[config.mk]
export PLATFORM = sky130hd
export DESIGN_NAME = sts_core
export DESIGN_NICKNAME = d
export VERILOG_FILES = /design/src/logic/sts_pkg.sv /design/src/logic/sts_core.sv
export SDC_FILE = /design/constraint.sdc
export NUM_CORES = 1
export LEC_CHECK = 0
export BUFFER_PORTS_ARGS = -buffer_cell sky130_fd_sc_hd__buf_2
export CAP_MARGIN = 25
export CORE_UTILIZATION = 25
export CTS_CLUSTER_DIAMETER = 200
export CTS_CLUSTER_SIZE = 10
export DETAILED_ROUTE_END_ITERATION = 10
export SYNTH_ARGS = -nofsm -noshare
export SYNTH_HDL_FRONTEND = slang
export SYNTH_SLANG_ARGS = --single-unit
[constraint.sdc]
create_clock -name clock -period 11.99 [get_ports clock]
set_input_delay 2.398 -clock clock [delete_from_list [all_inputs] [get_ports clock]]
set_output_delay 2.398 -clock clock [all_outputs]
set_load 0.02 [all_outputs]
[src/logic/sts_pkg.sv]
// Constants and types of the teach-in sequencer.
// Assumes a 100 MHz clock; times in ms, counts in cycles.
`default_nettype none
package sts_pkg;
    localparam int unsigned CLK_HZ         = 100_000_000;
    localparam int unsigned CYC_PER_MS     = CLK_HZ / 1000;
    localparam int unsigned READY_MS       = 10000;
    localparam int unsigned TEACH_MS       = 10000;
    localparam int unsigned START_HOLD_MS  = 250;
    localparam int unsigned START_RESP_MS  = 200;
    localparam int unsigned SETTLE_MS      = 20;
    localparam int unsigned READY_BLINK_HZ = 15;
    localparam int unsigned TEACH_BLINK_HZ = 1;
    localparam int unsigned FLASH_SLOT_MS  = 100;
    localparam int unsigned READY_CYC      = READY_MS * CYC_PER_MS;
    localparam int unsigned TEACH_CYC      = TEACH_MS * CYC_PER_MS;
    localparam int unsigned START_HOLD_CYC = START_HOLD_MS * CYC_PER_MS;
    localparam int unsigned START_RESP_CYC = START_RESP_MS * CYC_PER_MS;
    localparam int unsigned SETTLE_CYC     = SETTLE_MS * CYC_PER_MS;
    localparam int unsigned READY_HALF_CYC = CLK_HZ / (2 * READY_BLINK_HZ);
    localparam int unsigned TEACH_HALF_CYC = CLK_HZ / (2 * TEACH_BLINK_HZ);
    localparam int unsigned FLASH_SLOT_CYC = FLASH_SLOT_MS * CYC_PER_MS;
    localparam logic [3:0]  FLASH_SLOTS    = 4'ha;
    localparam logic [3:0]  FLASH_LAST_ON  = 4'h4;
    localparam logic [31:0] JUMPER_SAMPLE  = 32'h0000_0004;
    localparam int unsigned HEADS          = 4;
    localparam int unsigned ID_W           = 8;
    localparam int unsigned SYNC_W         = 50;
    localparam logic [7:0]  ADDR_CTRL      = 8'h00;
    localparam logic [7:0]  ADDR_STATUS    = 8'h04;
    localparam logic [7:0]  ADDR_TAUGHT    = 8'h08;
    localparam logic [7:0]  ADDR_IDS       = 8'h0c;
    localparam int unsigned CFG_MANUAL     = 4;
    localparam int unsigned CFG_FEEDBACK   = 5;
    localparam int unsigned CFG_VALID      = 6;
    typedef enum logic [2:0] {
        S_SELFTEST, S_TEACH, S_TEACH_DONE, S_RUN_OPEN, S_START_DELAY, S_RUN_CLOSED, S_FAULT
    } sts_state_e;
endpackage : sts_pkg
`default_nettype wire

[src/logic/sts_core.sv]
// Safety-switch sequencer with an APB register slave.
// Assumes asynchronous pins; rst models the supply switching on.
//
// Register access over APB and the address map were left to the implementer.
`default_nettype none
// Contract
// RULE_01: Start button held at least 250 ms to count.
// RULE_02: Relays close 200 to 300 ms after a valid press.
// RULE_03: Relays off, monitors low in the ready delay.
// RULE_04: Green lamp blinks about 15 Hz in the ready delay.
// RULE_05: Internal fault opens the relays in the fault time.
// RULE_06: A weld is found at the next guard opening.
// RULE_07: Actuator removal opens the relays in the switch delay.
// RULE_08: Switch-off limit 210 to 450 ms by actuator count.
// RULE_09: With feedback, actuators stay away until the loop closes.
// RULE_10: Teach-in stores heads, identities, start mode, feedback.
// RULE_11: Teach-in only with the jumper fitted before power-up.
// RULE_12: Switches 1 to 4 mark the fitted heads.
// RULE_13: Switch 5 picks automatic or manual start.
// RULE_14: Switch 6 picks feedback loop monitoring.
// RULE_15: Teach-in: doors closed, start held if manual, loop closed. The code checks the loop only when switch 6 is set.
// RULE_16: Jumper boot: self-test, 1 Hz teach blink, then lamp off.
// RULE_17: Leave teach-in: power off, jumper out, rewire, power on.
// RULE_18: Door change in teach-in: fault with three-flash bursts.
// RULE_19: Teach-in repeats freely, replacing all configuration.
// RULE_20: An untaught actuator is not recognised.
// RULE_21: Switches are not changed while running.
// RULE_22: Switches unlike the taught ones give a configuration fault.
// RULE_23: Test input: relays off, diagnostic high; release resumes.
// RULE_24: Each head's identity is checked against its stored one.
module sts_core #(
    parameter int unsigned READY_CYC      = sts_pkg::READY_CYC,
    parameter int unsigned TEACH_CYC      = sts_pkg::TEACH_CYC,
    parameter int unsigned START_HOLD_CYC = sts_pkg::START_HOLD_CYC,
    parameter int unsigned START_RESP_CYC = sts_pkg::START_RESP_CYC,
    parameter int unsigned SETTLE_CYC     = sts_pkg::SETTLE_CYC,
    parameter int unsigned READY_HALF_CYC = sts_pkg::READY_HALF_CYC,
    parameter int unsigned TEACH_HALF_CYC = sts_pkg::TEACH_HALF_CYC,
    parameter int unsigned FLASH_SLOT_CYC = sts_pkg::FLASH_SLOT_CYC
) (
    input  wire logic        clock,                   // Clock
    input  wire logic        rst,                     // Supply start-up reset
    input  wire logic [7:0]  paddr,                   // APB address
    input  wire logic        psel,                    // APB select
    input  wire logic        penable,                 // APB enable
    input  wire logic        pwrite,                  // APB write
    input  wire logic [31:0] pwdata,                  // APB write data
    output logic      [31:0] prdata,                  // APB read data
    output logic             pready,                  // APB ready
    output logic             pslverr,                 // APB error
    input  wire logic [3:0]  head_present,            // In range per head
    input  wire logic [31:0] head_id,                 // Identity per head
    input  wire logic [5:0]  config_switch,           // Switches 1 to 6 from bit 0
    input  wire logic        teach_jumper_terminal_a, // Jumper a
    input  wire logic        teach_jumper_terminal_b, // Jumper b
    input  wire logic        start_button,            // Start button
    input  wire logic        feedback_loop_terminals, // Feedback loop closed
    input  wire logic        function_test_input,     // Function test input
    input  wire logic        internal_fault,          // Internal fault
    input  wire logic [1:0]  relay_contact_closed,    // Contact readback
    output logic      [1:0]  relay_out,               // Relay drives
    output logic             enable_output,           // Circuit closed
    output logic             diagnostic_output,       // Diagnostic
    output logic             green_status_lamp,       // State lamp
    output logic             out_lamp                 // Closed lamp
);
    ////////////////////////////////////////////////////////////////////////////////
    logic [sts_pkg::SYNC_W-1:0] sync1;
    logic [sts_pkg::SYNC_W-1:0] sync2;
    wire  [sts_pkg::SYNC_W-1:0] raw_pins = {head_present, head_id, config_switch,
        teach_jumper_terminal_a, teach_jumper_terminal_b, start_button,
        feedback_loop_terminals, function_test_input, internal_fault, relay_contact_closed};

    always_ff @(posedge clock or posedge rst) begin
        if (rst) begin
            sync1 <= '0;
            sync2 <= '0;
        end else begin
            sync1 <= raw_pins;
            sync2 <= sync1;
        end
    end

    wire [3:0]  present_s  = sync2[49:46];
    wire [31:0] id_s       = sync2[45:14];
    wire [5:0]  cfg_s      = sync2[13:8];
    wire        jumper_s   = sync2[7] & sync2[6];
    wire        start_s    = sync2[5];
    wire        loop_s     = sync2[4];
    wire        tst_s      = sync2[3];
    wire        ifault_s   = sync2[2];
    wire [1:0]  relay_fb_s = sync2[1:0];

    ////////////////////////////////////////////////////////////////////////////////
    sts_pkg::sts_state_e state;
    sts_pkg::sts_state_e next_state;
    logic [31:0] timer;
    logic [31:0] start_cnt;
    logic [31:0] off_cnt;
    logic [31:0] blink_cnt;
    logic [31:0] slot_cnt;
    logic [3:0]  slot_idx;
    logic        blink_lvl;
    logic        start_armed;
    logic        boot_jumper;
    logic [3:0]  door_snap;
    logic        soft_test;
    logic [6:0]  taught;
    logic [31:0] taught_ids;
    logic        relay_on;

    // Untaught channels never block the doors.
    wire [3:0] head_ok;
    genvar gi;
    generate
        for (gi = 0; gi < sts_pkg::HEADS; gi++) begin : g_head
            assign head_ok[gi] = !taught[gi] || (present_s[gi] &&
                id_s[gi*sts_pkg::ID_W +: sts_pkg::ID_W] ==
                taught_ids[gi*sts_pkg::ID_W +: sts_pkg::ID_W]); // RULE_20 RULE_24
        end
    endgenerate

    wire doors_ok   = (&head_ok) && (taught[3:0] != 4'h0);        // RULE_07
    wire test_on    = tst_s | soft_test;                          // RULE_23
    wire cfg_fault  = !taught[sts_pkg::CFG_VALID] || jumper_s ||
                      (cfg_s != taught[5:0]);                     // RULE_21 RULE_22
    wire manual     = taught[sts_pkg::CFG_MANUAL];                // RULE_13
    wire loop_ok    = !taught[sts_pkg::CFG_FEEDBACK] || loop_s;   // RULE_09 RULE_14
    wire in_run     = (state == sts_pkg::S_RUN_OPEN) || (state == sts_pkg::S_START_DELAY) ||
                      (state == sts_pkg::S_RUN_CLOSED);
    // Weld is checked only after the relays are commanded off.
    wire weld       = in_run && (off_cnt == SETTLE_CYC) && (|relay_fb_s); // RULE_06
    wire run_fault  = ifault_s || cfg_fault || weld;              // RULE_05
    wire teach_ok   = (cfg_s[3:0] != 4'h0) && (cfg_s[3:0] == present_s) &&
                      (!cfg_s[sts_pkg::CFG_MANUAL] || start_s) &&
                      (!cfg_s[sts_pkg::CFG_FEEDBACK] || loop_s);  // RULE_12 RULE_15
    wire start_done = start_armed && (start_cnt == START_HOLD_CYC - 1); // RULE_01
    wire st_change  = next_state != state;

    always_comb begin
        next_state = state;
        case (state)
            sts_pkg::S_SELFTEST: begin
                if (timer == READY_CYC - 1) begin
                    next_state = boot_jumper ? sts_pkg::S_TEACH : sts_pkg::S_RUN_OPEN; // RULE_11
                end
            end
            sts_pkg::S_TEACH: begin
                if (ifault_s || present_s != door_snap) begin
                    next_state = sts_pkg::S_FAULT;                // RULE_18
                end else if (timer == TEACH_CYC - 1) begin
                    next_state = teach_ok ? sts_pkg::S_TEACH_DONE : sts_pkg::S_FAULT;
                end
            end
            sts_pkg::S_TEACH_DONE: begin
                next_state = sts_pkg::S_TEACH_DONE;
            end
            sts_pkg::S_RUN_OPEN: begin
                if (run_fault) begin
                    next_state = sts_pkg::S_FAULT;
                end else if (doors_ok && loop_ok && !test_on && (!manual || start_done)) begin
                    next_state = manual ? sts_pkg::S_START_DELAY : sts_pkg::S_RUN_CLOSED;
                end
            end
            sts_pkg::S_START_DELAY: begin
                if (run_fault) begin
                    next_state = sts_pkg::S_FAULT;
                end else if (!doors_ok || test_on) begin
                    next_state = sts_pkg::S_RUN_OPEN;
                end else if (timer == START_RESP_CYC - 1) begin
                    next_state = sts_pkg::S_RUN_CLOSED;           // RULE_02
                end
            end
            sts_pkg::S_RUN_CLOSED: begin
                if (run_fault) begin
                    next_state = sts_pkg::S_FAULT;
                end else if (!doors_ok || test_on) begin
                    next_state = sts_pkg::S_RUN_OPEN;             // RULE_07 RULE_08
                end
            end
            sts_pkg::S_FAULT: begin
                next_state = sts_pkg::S_FAULT;
            end
            default: begin
                next_state = sts_pkg::S_FAULT;
            end
        endcase
    end

    always_ff @(posedge clock or posedge rst) begin
        if (rst) begin
            state <= sts_pkg::S_SELFTEST;
            timer <= '0;
        end else begin
            state <= next_state;
            timer <= st_change ? 32'h0 : timer + 32'h1;
        end
    end

    // Jumper sampled once after start-up; fitting it later never teaches.
    always_ff @(posedge clock or posedge rst) begin
        if (rst) begin
            boot_jumper <= 1'b0;
            door_snap   <= 4'h0;
        end else begin
            if (state == sts_pkg::S_SELFTEST && timer == sts_pkg::JUMPER_SAMPLE) begin
                boot_jumper <= jumper_s;                          // RULE_11
            end
            if (state == sts_pkg::S_SELFTEST && next_state == sts_pkg::S_TEACH) begin
                door_snap <= present_s;
            end
        end
    end

    // A button held since reset, or after a counted press, must be released first.
    always_ff @(posedge clock or posedge rst) begin
        if (rst) begin
            start_armed <= 1'b0;
            start_cnt   <= '0;
        end else begin
            start_armed <= !start_s ? 1'b1 : (start_done ? 1'b0 : start_armed);
            start_cnt   <= (start_s && start_armed && !start_done && doors_ok) ?
                           start_cnt + 32'h1 : 32'h0; // RULE_01
        end
    end

    always_ff @(posedge clock or posedge rst) begin
        if (rst) begin
            off_cnt <= '0;
        end else if (relay_on) begin
            off_cnt <= '0;
        end else if (off_cnt != SETTLE_CYC) begin
            off_cnt <= off_cnt + 32'h1;
        end
    end

    ////////////////////////////////////////////////////////////////////////////////
    wire [31:0] half_cyc = (state == sts_pkg::S_TEACH) ? TEACH_HALF_CYC : READY_HALF_CYC;
    wire        flash_on = (slot_idx <= sts_pkg::FLASH_LAST_ON) && !slot_idx[0]; // RULE_18

    always_ff @(posedge clock or posedge rst) begin
        if (rst) begin
            blink_cnt <= '0;
            blink_lvl <= 1'b0;
            slot_cnt  <= '0;
            slot_idx  <= 4'h0;
        end else begin
            if (st_change || blink_cnt == half_cyc - 1) begin
                blink_cnt <= '0;
                blink_lvl <= st_change ? 1'b1 : !blink_lvl;       // RULE_04 RULE_16
            end else begin
                blink_cnt <= blink_cnt + 32'h1;
            end
            if (st_change || slot_cnt == FLASH_SLOT_CYC - 1) begin
                slot_cnt <= '0;
                slot_idx <= (st_change || slot_idx == sts_pkg::FLASH_SLOTS - 4'h1) ?
                            4'h0 : slot_idx + 4'h1;
            end else begin
                slot_cnt <= slot_cnt + 32'h1;
            end
        end
    end

    wire next_relay = (state == sts_pkg::S_RUN_CLOSED) && (next_state == sts_pkg::S_RUN_CLOSED);
    wire next_diag  = (state == sts_pkg::S_FAULT) || (in_run && test_on); // RULE_23
    wire next_lamp  = (state == sts_pkg::S_SELFTEST || state == sts_pkg::S_TEACH) ? blink_lvl :
                      (state == sts_pkg::S_TEACH_DONE) ? 1'b0 :
                      (state == sts_pkg::S_FAULT) ? flash_on : 1'b1;      // RULE_16

    // Relays and monitors stay low outside the run states, except diagnostic, which is high in S_FAULT.
    always_ff @(posedge clock or posedge rst) begin
        if (rst) begin
            relay_on          <= 1'b0;                            // RULE_03
            diagnostic_output <= 1'b0;
            green_status_lamp <= 1'b0;
        end else begin
            relay_on          <= next_relay;                      // RULE_05 RULE_07
            diagnostic_output <= next_diag;
            green_status_lamp <= next_lamp;
        end
    end

    assign relay_out     = {relay_on, relay_on};
    assign enable_output = relay_on;
    assign out_lamp      = relay_on;

    ////////////////////////////////////////////////////////////////////////////////
    wire setup   = psel && !penable;
    wire wr      = psel && penable && pwrite;
    wire hit     = (paddr == sts_pkg::ADDR_CTRL) || (paddr == sts_pkg::ADDR_STATUS) ||
                   (paddr == sts_pkg::ADDR_TAUGHT) || (paddr == sts_pkg::ADDR_IDS);
    // The stored image may be restored only during self-test.
    wire sw_load = wr && (state == sts_pkg::S_SELFTEST);
    wire hw_load = (state == sts_pkg::S_TEACH) && (next_state == sts_pkg::S_TEACH_DONE);
    wire [31:0] status_word = {17'h0, 3'(state), boot_jumper, test_on, loop_s,
                               start_s, doors_ok, relay_on, relay_fb_s, present_s};
    wire [31:0] rd_mux = (paddr == sts_pkg::ADDR_CTRL)   ? {31'h0, soft_test} :
                         (paddr == sts_pkg::ADDR_STATUS) ? status_word :
                         (paddr == sts_pkg::ADDR_TAUGHT) ? {25'h0, taught} :
                         (paddr == sts_pkg::ADDR_IDS)    ? taught_ids : 32'h0;

    assign pready  = 1'b1;
    assign pslverr = psel && penable && !hit;

    // Teach-in writes the whole image, so a repeat replaces it all.
    always_ff @(posedge clock or posedge rst) begin
        if (rst) begin
            soft_test  <= 1'b0;
            taught     <= 7'h00;
            taught_ids <= '0;
            prdata     <= '0;
        end else begin
            if (setup) begin
                prdata <= rd_mux;
            end
            if (wr && paddr == sts_pkg::ADDR_CTRL) begin
                soft_test <= pwdata[0];                           // RULE_23
            end
            if (hw_load) begin
                taught     <= {1'b1, cfg_s};                      // RULE_10 RULE_19
                taught_ids <= id_s;                               // RULE_10 RULE_20
            end else if (sw_load && paddr == sts_pkg::ADDR_TAUGHT) begin
                taught <= pwdata[6:0];
            end else if (sw_load && paddr == sts_pkg::ADDR_IDS) begin
                taught_ids <= pwdata;
            end
        end
    end
endmodule : sts_core
`default_nettype wire

==> impl_metrics.env, run 1 <==
export IMPL_die_y_um=252
export IMPL_setup_slack_ns=6.30
export IMPL_grtUsageMet3_pct=2.10
export IMPL_r2r_slack_ns=8.33
export IMPL_num_rows=91
export IMPL_dr_pass1_iters=5
export IMPL_start_util_pct=25.3
export IMPL_ys_warn_count=0
export IMPL_hold_violations=0
export IMPL_slowest_stage="nor4_1"
export IMPL_synth_edf_count=0
export IMPL_die_width_um=252
export IMPL_area_growth_syn_to_layout_pct=17.3
export IMPL_crit_required_ns=9.59
export IMPL_globalRouteOverflowTotal=0
export IMPL_start_kind="input port"
export IMPL_path_delay_family="simple AND/OR/NAND/NOR gates"
export IMPL_cts_resized=0
export IMPL_skew_ns=0.0238
export IMPL_clk_path_buf_depth=3
export IMPL_grt_pass1_vias=11100
export IMPL_place_inst=2351
export IMPL_antenna_found_initial=6
export IMPL_clock_sinks=349
export IMPL_period_minus_slack_ns=5.69
export IMPL_synth_area_sq_mm=0.0156
export IMPL_vdd_ir_drop_max_mv=0.0666
export IMPL_max_stage_delay_ns=0.26
export IMPL_drive_above_1_share_pct=14.9
export IMPL_ys_ff_latch=349
export IMPL_critPathKind="in -> out"
export IMPL_place_gp_congestion=0.837
export IMPL_grt_first_pass_wirelength_um=61600
export IMPL_nets=1664
export IMPL_grt_util_met1_pct=17.0
export IMPL_syn_area_per_cell_sq_um=10.9
export IMPL_synth_seq_area_share_pct=56.0
export IMPL_tightest_slew_ns=1.16
export IMPL_status="complete, no violations"
export IMPL_path_buf_inv=2
export IMPL_die_area_sq_mm=0.0634
export IMPL_crit_chain="buf_2 -> nor4_1 -> nand2_1 -> and3_1 -> buf_2"
export IMPL_stdcell_count=2398
export IMPL_cts_buffers=40
export IMPL_clock_root_buffer="clkbuf_16"
export IMPL_synth_nets=1537
export IMPL_grt_max_degree=195
export IMPL_routed_wl_um=38500
export IMPL_drc_errors=0
export IMPL_power_density_mw_per_mm2=127
export IMPL_insertion_delay_ns=0.53
export IMPL_io_pin_count=135
export IMPL_worstSetupEndpointType="output pin"
export IMPL_post_drt_wl_per_cell_um=16.1
export IMPL_pre_cts_ws_ns=6.29
export IMPL_vias=11200
export IMPL_async_flop_share_pct=100
export IMPL_max_slew_margin_pct=22.5
export IMPL_synth_cells=1432
export IMPL_period_share_pct=47.5
export IMPL_hp_class="reg -> reg"
export IMPL_maxCapViolCount=0
export IMPL_critPathArrivalTime_ns=3.29
export IMPL_grtUsageTotal_pct=12.0
export IMPL_utilization_pct=29.6
export IMPL_worstPathMaxFanout=5
export IMPL_cts_htree_levels=2
export IMPL_fin_area_sq_mm=0.0183
export IMPL_rsz0062_at_grt="no"
export IMPL_drt_iter0_drc=862
export IMPL_ctsHoldBuffers=0
export IMPL_setup_tns_ns=0
export IMPL_drt_vias_per_instance=4.67
export IMPL_tritoncts="yes"
export IMPL_dpl_cell_area_sq_mm=0.0172
export IMPL_io_buffers=133
export IMPL_core_sq_mm=0.0617
export IMPL_leakagePower_nw=7.85
export IMPL_cts_setup_buffers=0
export IMPL_ant_nets=0
export IMPL_max_clock_freq_mhz=176
export IMPL_grt_busiest_layer="met2"
export IMPL_finalSetupViolCount=0
export IMPL_hpwl_um=26300
export IMPL_cts_reportedPaths_clkPinSlew_ns=0.05
export IMPL_cpMostUsedCell="buf_2"
export IMPL_finalMaxSlewViolations=0
export IMPL_yosysUniqueCellTypes=69
export IMPL_grt_use_met2_pct=18.9
export IMPL_yosys_most_used_dff="dfrtp_1"
[cell usage after synthesis (25+ instances only)]
library cell  count  share of area (%)
xnor2_1         108                6.1
nand3_1          64                2.1
a221o_1          25                1.6
dfrtp_1         349                 56
nand4_1          42                1.7
nand2_1         131                3.2
nor2_1          124                3.0
o21ai_0          30               0.96
nor4_1           26                1.0
and3_1           48                1.9
clkbuf_1         40               0.96
nor3_1           84                2.7
xor2_1           79                4.4
[routing by layer]
metal	up-vias	wire length [um]	share of wire [%]
li1	5288	-	-
met1	5631	18100	47
met2	217	18000	47
met3	60	1620	4.2
met4	0	796	2.1
met5	-	0	0
[cell type report]
| class | count | area, sq um |
|---|---|---|
| Sequential cell | 349 | 8730 |
| Tap cell | 837 | 1050 |
| Timing Repair Buffer | 153 | 908 |
| Clock buffer | 42 | 1030 |
| Antenna cell | 2 | 5.00 |
| Multi-Input combinational cell | 992 | 6470 |
| Inverter | 23 | 90.1 |
| Fill cell | 6426 | 43400 |
[cell families (layout without fill, tap and decap cells)]
family	count (synthesis)	count (layout)	synth area share, %
fa+ha+maj	10	10	0.803
xor+xnor	188	188	10.6
flops	349	349	56.0
simple gates	627	627	21.5
compound gates	138	138	6.44
other cells	1	3	0.0241
mux	28	28	1.92
buf+inv	91	218	2.66
[registers in the layout (all words and copies together) (netlist names)]
register	count
blink_lvl	1
boot_jumper	1
prdata	32
timer	32
slot_idx	4
slot_cnt	32
diagnostic_output	1
sync1	50
door_snap	4
start_armed	1
sync2	50
soft_test	1
off_cnt	32
start_cnt	32
taught	7
enable_output	1
taught_ids	32
green_status_lamp	1
state	3
blink_cnt	32
[worst paths after layout]
kind,from,endpoint,depth (start not counted)
hold reg to reg,sync1[35],sync2[35],0
hold / removal,sync1[35],sync2[35],0
setup reg to reg,timer[0],blink_cnt[13],11
max in group asynchronous,rst,sync2[29],4
min in group asynchronous,rst,off_cnt[25],2
setup / recovery,paddr[5],pslverr,5
[through the flow]
stage                     hold slack (ns)  total power, mW
after floorplan                     0.331             1.27
after global placement              0.332             1.31
after detailed placement            0.335             1.31
after CTS                           0.330             2.35
after global routing                0.335             2.41
final                               0.331             2.32
[placed cells by master (no fill, tap or decap), types with 7 or more instances in the layout]
cell / instances
nor4b_1: 13
mux2i_1: 22
nor3_1: 83
ha_1: 10
a22o_1: 17
clkbuf_16: 41
o21ai_0: 30
nand2_1: 131
nand4_1: 42
dfrtp_1: 349
and3_1: 48
a31oi_1: 9
or3_1: 13
nand3_1: 64
buf_4: 15
a221o_1: 25
nor2_1: 124
nor4_1: 25
buf_2: 133
inv_1: 20
a21oi_1: 20
xnor2_1: 108
xor2_1: 79
o21ai_1: 7
nor4_2: 23
and4_1: 8
nor3b_1: 12
[worst register-to-register path, stage by stage, from the launching register on]
cell	delay (ns)
dfrtp_1	0.41
ha_1	0.20
nand3_1	0.17
nor3_1	0.69
and4_1	0.49
a22oi_1	0.16
and2_1	0.25
or2_1	0.22
o211ai_1	0.19
buf_4	0.25
buf_16	0.32
nor4b_1	0.17
[report_power, final]
group          switching (mW)  internal (mW)
combinational          0.0457         0.0269
clock                   0.432          0.599
sequential             0.0168           1.20
total                   0.494           1.82
(Power assumes the default switching activity.)
==> inputs of run 2 (changes only) <==
ABC_AREA = 1   (was unset)
clock period = 5.17 ns   (was 11.99 ns; I/O delays follow)
==> impl_metrics.env, run 2 <==
export IMPL_synth_seq_area_share_pct=52.8
export IMPL_synth_nets=1939
export IMPL_synth_edf_count=0
export IMPL_grtUsageTotal_pct=12.3
export IMPL_stdcell_count=2838
export IMPL_p_clk_share_pct=45.1
export IMPL_io_pin_count=135
export IMPL_whs_ns=0.339
export IMPL_critPathKind="in -> out"
export IMPL_grt_max_degree=154
export IMPL_worstSetupEndpointType="output pin"
export IMPL_tritoncts="yes"
export IMPL_synth_adder_area_share_pct=0.756
export IMPL_async_flop_share_pct=100
export IMPL_antenna_found_initial=3
export IMPL_grt_first_pass_wirelength_um=66800
export IMPL_post_drt_wl_per_cell_um=14.3
export IMPL_finalMaxSlewViolations=0
export IMPL_start_util_pct=25.5
export IMPL_globalRouteOverflowTotal=0
export IMPL_period_share_pct=76.4
export IMPL_muxShareOfSynthArea_pct=0
export IMPL_hold_violations=0
export IMPL_synth_top_family_by_area="simple AND/OR/NAND/NOR gates"
export IMPL_hpwl_um=29400
export IMPL_leakagePower_nw=8.49
export IMPL_tightest_slew_ns=0.978
export IMPL_area_growth_syn_to_layout_pct=15.9
export IMPL_routed_wl_um=40700
export IMPL_synth_top_area_cell="dfrtp_1"
export IMPL_max_slew_margin_pct=34.8
export IMPL_clock_root_buffer="clkbuf_16"
export IMPL_drt_iter0_drc=942
export IMPL_core_sq_mm=0.0649
export IMPL_yosysMostFrequentCell="dfrtp_1"
export IMPL_cts_buffers=40
export IMPL_yosys_most_used_dff="dfrtp_1"
export IMPL_ant_nets=0
export IMPL_drc_errors=0
export IMPL_synth_cells=1834
export IMPL_crit_required_ns=4.14
export IMPL_period_minus_slack_ns=3.95
export IMPL_power_frac_seq_pct=51.7
export IMPL_ys_ff_latch=349
export IMPL_max_clock_freq_mhz=253
export IMPL_nets=2084
export IMPL_worstPathMaxFanout=6
export IMPL_start_kind="input port"
export IMPL_cts_htree_levels=2
export IMPL_mostFrequentLayoutCells="dfrtp_1, nand2_1, nor2_1"
export IMPL_die_width_um=259
export IMPL_cts_resized=0
export IMPL_critPathArrivalTime_ns=2.92
export IMPL_cts_setup_buffers=0
export IMPL_ctsHoldBuffers=0
export IMPL_synthTopCellsByCount="dfrtp_1, nand2_1, nor2_1"
export IMPL_grt_pass1_vias=12200
export IMPL_place_gp_congestion=0.874
export IMPL_yosysUniqueCellTypes=53
export IMPL_layout_commonest_cell="dfrtp_1"
export IMPL_vdd_ir_drop_max_mv=0.193
export IMPL_p_int_mw=4.24
export IMPL_skew_ns=0.0213
export IMPL_synth_xor_area_share_pct=4.92
export IMPL_num_rows=93
export IMPL_clock_sinks=349
export IMPL_die_area_sq_mm=0.0672
export IMPL_maxCapViolCount=0
export IMPL_drt_vias_per_instance=4.42
export IMPL_dr_pass1_iters=5
export IMPL_vias=12500
export IMPL_status="complete, no violations"
export IMPL_utilization_pct=29.5
export IMPL_yosys_top_cells_area="dfrtp_1, nand2_1, nor2_1"
export IMPL_die_y_um=259
export IMPL_p_sw_share_pct=22.4
export IMPL_drive_above_1_share_pct=16.2
export IMPL_combPwrFrac_pct=3.3
export IMPL_insertion_delay_ns=0.54
export IMPL_place_inst=2792
export IMPL_synth_simple_gate_area_share_pct=26.8
export IMPL_io_buffers=133
export IMPL_synth_top_cell_area_share_pct=52.8
export IMPL_hp_class="reg -> reg"
export IMPL_reg_largest_list="sync1 (50), sync2 (50)"
export IMPL_syn_area_per_cell_sq_um=9.02
export IMPL_ys_warn_count=0
export IMPL_r2r_slack_ns=1.94
export IMPL_clk_path_buf_depth=3
export IMPL_power_density_mw_per_mm2=285
export IMPL_dpl_cell_area_sq_mm=0.0181
export IMPL_rsz0062_at_grt="no"
export IMPL_synth_compound_area_share_pct=7.79
export IMPL_fin_area_sq_mm=0.0192
export IMPL_total_power_mw=5.46
export IMPL_synth_area_sq_mm=0.0165
export IMPL_p_switching_mw=1.22
export IMPL_finalSetupViolCount=0
export IMPL_cts_reportedPaths_clkPinSlew_ns=0.06
run 2: cell count changes after synthesis, sizes merged, moves of 25 or more:
cell	before	now
a221o	25	0
a21oi	20	58
nor2	124	269
nand2	131	354
inv	23	227
nor3	85	57
o21ai	37	90
nand3	64	105
and3	48	1
xnor2	109	33
o211ai	2	34
run 2: metrics by stage:
step,worst slack [ns],setup TNS (ns)
floorplan,-0.536,-187.21
global placement,1.26,0
detailed placement,1.23,0
CTS,1.23,0
global route,1.04,0
finish,1.22,0
run 2: worst max-delay path: stages:
cell and delay, ns:
buf_2 0.10, nor4_1 0.47, inv_1 0.25, nor4_2 0.50
inv_1 0.20, nand2_1 0.11, nor4_1 0.05, buf_2 0.21
run 2: power by group through the flow:
stage / combinational [mW] / sequential, mW / clock [mW]
finish: 0.178 / 2.82 / 2.46
global placement: 0.184 / 2.87 / 0
CTS: 0.184 / 2.82 / 2.54
floorplan: 0.0963 / 2.86 / 0
detailed placement: 0.183 / 2.87 / 0
global route: 0.204 / 2.82 / 2.65
run 2: area by class of cell:
class	instances	area (sq um)
clock inverter	2	17.5
tap	855	1070
multi-input combinational	1214	6670
clock buffer	42	1030
inverter	229	866
fill	6887	45800
timing repair buffer	145	781
antenna	2	5.00
sequential	349	8730
run 2: cell families after synthesis:
family | count (synthesis)
flops | 349
fa+ha+maj | 10
simple gates | 890
other cells | 1
compound gates | 220
xor+xnor | 93
buf+inv | 271
run 2: worst paths after layout:
check	to	from	depth (start not counted)
max in group asynchronous	slot_cnt[0]	rst	3
worst min register to register	sync2[23]	sync1[23]	0
worst max register to register	blink_cnt[29]	sync2[46]	16
worst max-delay path	pslverr	paddr[5]	8
worst min-delay path	sync2[23]	sync1[23]	0
min in group asynchronous	sync2[41]	rst	2
run 2: layer usage:
layer / routed length, um / global-route usage (%) / share of wire, % / vias up
met5: 0 / 0 / 0 / -
met4: 852 / 3.40 / 2.1 / 0
met3: 1980 / 1.90 / 4.9 / 59
met2: 17700 / 18.2 / 43 / 275
met1: 20200 / 18.5 / 50 / 5968
li1: - / - / - / 6240
==> inputs of run 3 (changes only) <==
clock period = 3.69 ns   (was 5.17 ns; I/O delays follow)
==> impl_metrics.env, run 3 (synthesized netlist as in run 2, its figures left out) <==
export IMPL_hpwl_um=29900
export IMPL_timing_rr_end="blink_cnt[15]"
export IMPL_drt_iter0_drc=824
export IMPL_cts_resized=0
export IMPL_cpMostUsedCell="nor4_1"
export IMPL_core_sq_mm=0.0649
export IMPL_die_y_um=259
export IMPL_hold_violations=0
export IMPL_insertion_delay_ns=0.54
export IMPL_cts_htree_levels=2
export IMPL_grt_pass1_vias=12200
export IMPL_drc_errors=0
export IMPL_post_drt_wl_per_cell_um=14.3
export IMPL_hp_class="in -> async"
export IMPL_ctsHoldBuffers=0
export IMPL_r2r_start="sync2[47]"
export IMPL_rsz0062_at_grt="no"
export IMPL_period_share_pct=84.0
export IMPL_area_growth_syn_to_layout_pct=16.5
export IMPL_critPathArrivalTime_ns=2.36
export IMPL_tritoncts="yes"
export IMPL_max_slew_margin_pct=53.5
export IMPL_io_pin_count=135
export IMPL_die_width_um=259
export IMPL_vdd_ir_drop_max_mv=0.255
export IMPL_startpoint="paddr[5]"
export IMPL_crit_required_ns=2.95
export IMPL_finalMaxSlewViolations=0
export IMPL_clock_root_buffer="clkbuf_16"
export IMPL_ant_nets=0
export IMPL_crit_chain="buf_2 -> nor4_1 -> inv_1 -> nor4_1 -> inv_1 -> nand2_1 -> nor4_1 -> buf_2"
export IMPL_max_clock_freq_mhz=323
export IMPL_mostFrequentLayoutCells="dfrtp_1, nand2_1, nor2_1"
export IMPL_tightest_slew_ns=0.696
export IMPL_slowest_stage="nor4_1"
export IMPL_cts_reportedPaths_clkPinSlew_ns=0.05
export IMPL_setup_slack_ns=0.590
export IMPL_leakagePower_nw=8.56
export IMPL_cts_buffers=40
export IMPL_worstPathMaxFanout=6
export IMPL_layout_commonest_cell="dfrtp_1"
export IMPL_drt_vias_per_instance=4.42
export IMPL_power_density_mw_per_mm2=394
export IMPL_fillers=6894
export IMPL_num_rows=93
export IMPL_globalRouteOverflowTotal=0
export IMPL_grt_max_degree=119
export IMPL_grtUsageTotal_pct=12.3
export IMPL_critPathKind="in -> out"
export IMPL_reg_largest_list="sync1 (50), sync2 (50)"
export IMPL_period_minus_slack_ns=3.10
export IMPL_status="complete, no violations"
export IMPL_start_util_pct=25.5
export IMPL_utilization_pct=29.7
export IMPL_clk_path_buf_depth=3
export IMPL_grt_first_pass_wirelength_um=66400
export IMPL_worstSetupEndpointType="output pin"
export IMPL_finalSetupViolCount=0
export IMPL_max_stage_delay_ns=0.48
export IMPL_r2r_slack_ns=0.68
export IMPL_nets=2097
export IMPL_die_area_sq_mm=0.0672
export IMPL_routed_wl_um=40900
export IMPL_ff2ff_path_depth=17
export IMPL_start_kind="input port"
export IMPL_drive_above_1_share_pct=16.7
export IMPL_pre_cts_ws_ns=0.588
export IMPL_maxCapViolCount=0
export IMPL_vias=12600
export IMPL_clock_sinks=349
export IMPL_antenna_found_initial=4
export IMPL_io_buffers=133
export IMPL_skew_ns=0.0247
export IMPL_dr_pass1_iters=7
export IMPL_cts_setup_buffers=0
export IMPL_place_gp_congestion=0.865
run 3: cell types whose count changed in the layout (fill, tap and decap cells not counted), sizes merged:
cell,delta
buf,+13
diode,+2
inv,-2
run 3: routing by layer:
| layer | wire length [um] | GRT usage (%) | up-vias | share of wire, % |
|---|---|---|---|---|
| li1 | - | - | 6264 | - |
| met1 | 20000 | 17.5 | 6018 | 49 |
| met2 | 17900 | 18.7 | 254 | 44 |
| met3 | 2290 | 2.58 | 53 | 5.6 |
| met4 | 773 | 3.25 | 0 | 1.9 |
| met5 | 0 | 0 | - | 0 |
run 3: worst max path at each step:
stage                         endpoint  slack [ns]  depth (start not counted)
after floorplan           blink_cnt[0]       -1.72                          1
after global placement         pslverr        0.58                          8
after detailed placement       pslverr        0.59                          8
after CTS                      pslverr        0.59                          8
after global routing           pslverr        0.42                          8
final                          pslverr        0.59                          8
run 3: critical path, delay by kind of cell:
kind	cells	cell delay, ns
AND/OR/NAND/NOR	4	0.96
buffers and inverters	4	0.66
run 3: area by class of cell:
| class | count | area, sq um | area share (%) |
|---|---|---|---|
| diodes | 4 | 10.0 | 0.0519 |
| clock buffers | 42 | 1030 | 5.34 |
| inverters | 229 | 866 | 4.49 |
| multi-input cells | 1214 | 6670 | 34.6 |
| flip-flops and latches | 349 | 8730 | 45.3 |
| well taps | 855 | 1070 | 5.55 |
| repair buffers | 158 | 903 | 4.69 |
run 3: power by group:
part | internal (mW) | switching (mW) | total, mW
sequential | 3.90 | 0.0526 | 3.95
clock | 1.95 | 1.44 | 3.39
combinational | 0.0812 | 0.169 | 0.251
total | 5.93 | 1.67 | 7.59
run 3: through the flow:
step                hold WS [ns]  instances  power [mW]  TNS [ns]  cell area (sq um)
floorplan                  0.331       1834        4.14   -600.43              16500
global placement           0.331       2805        4.28         0              18200
detailed placement         0.335       2805        4.27         0              18200
CTS                        0.167       2847        7.72         0              19300
global route               0.184       2850        7.89         0              19300
finish                     0.181       2851        7.59         0              19300
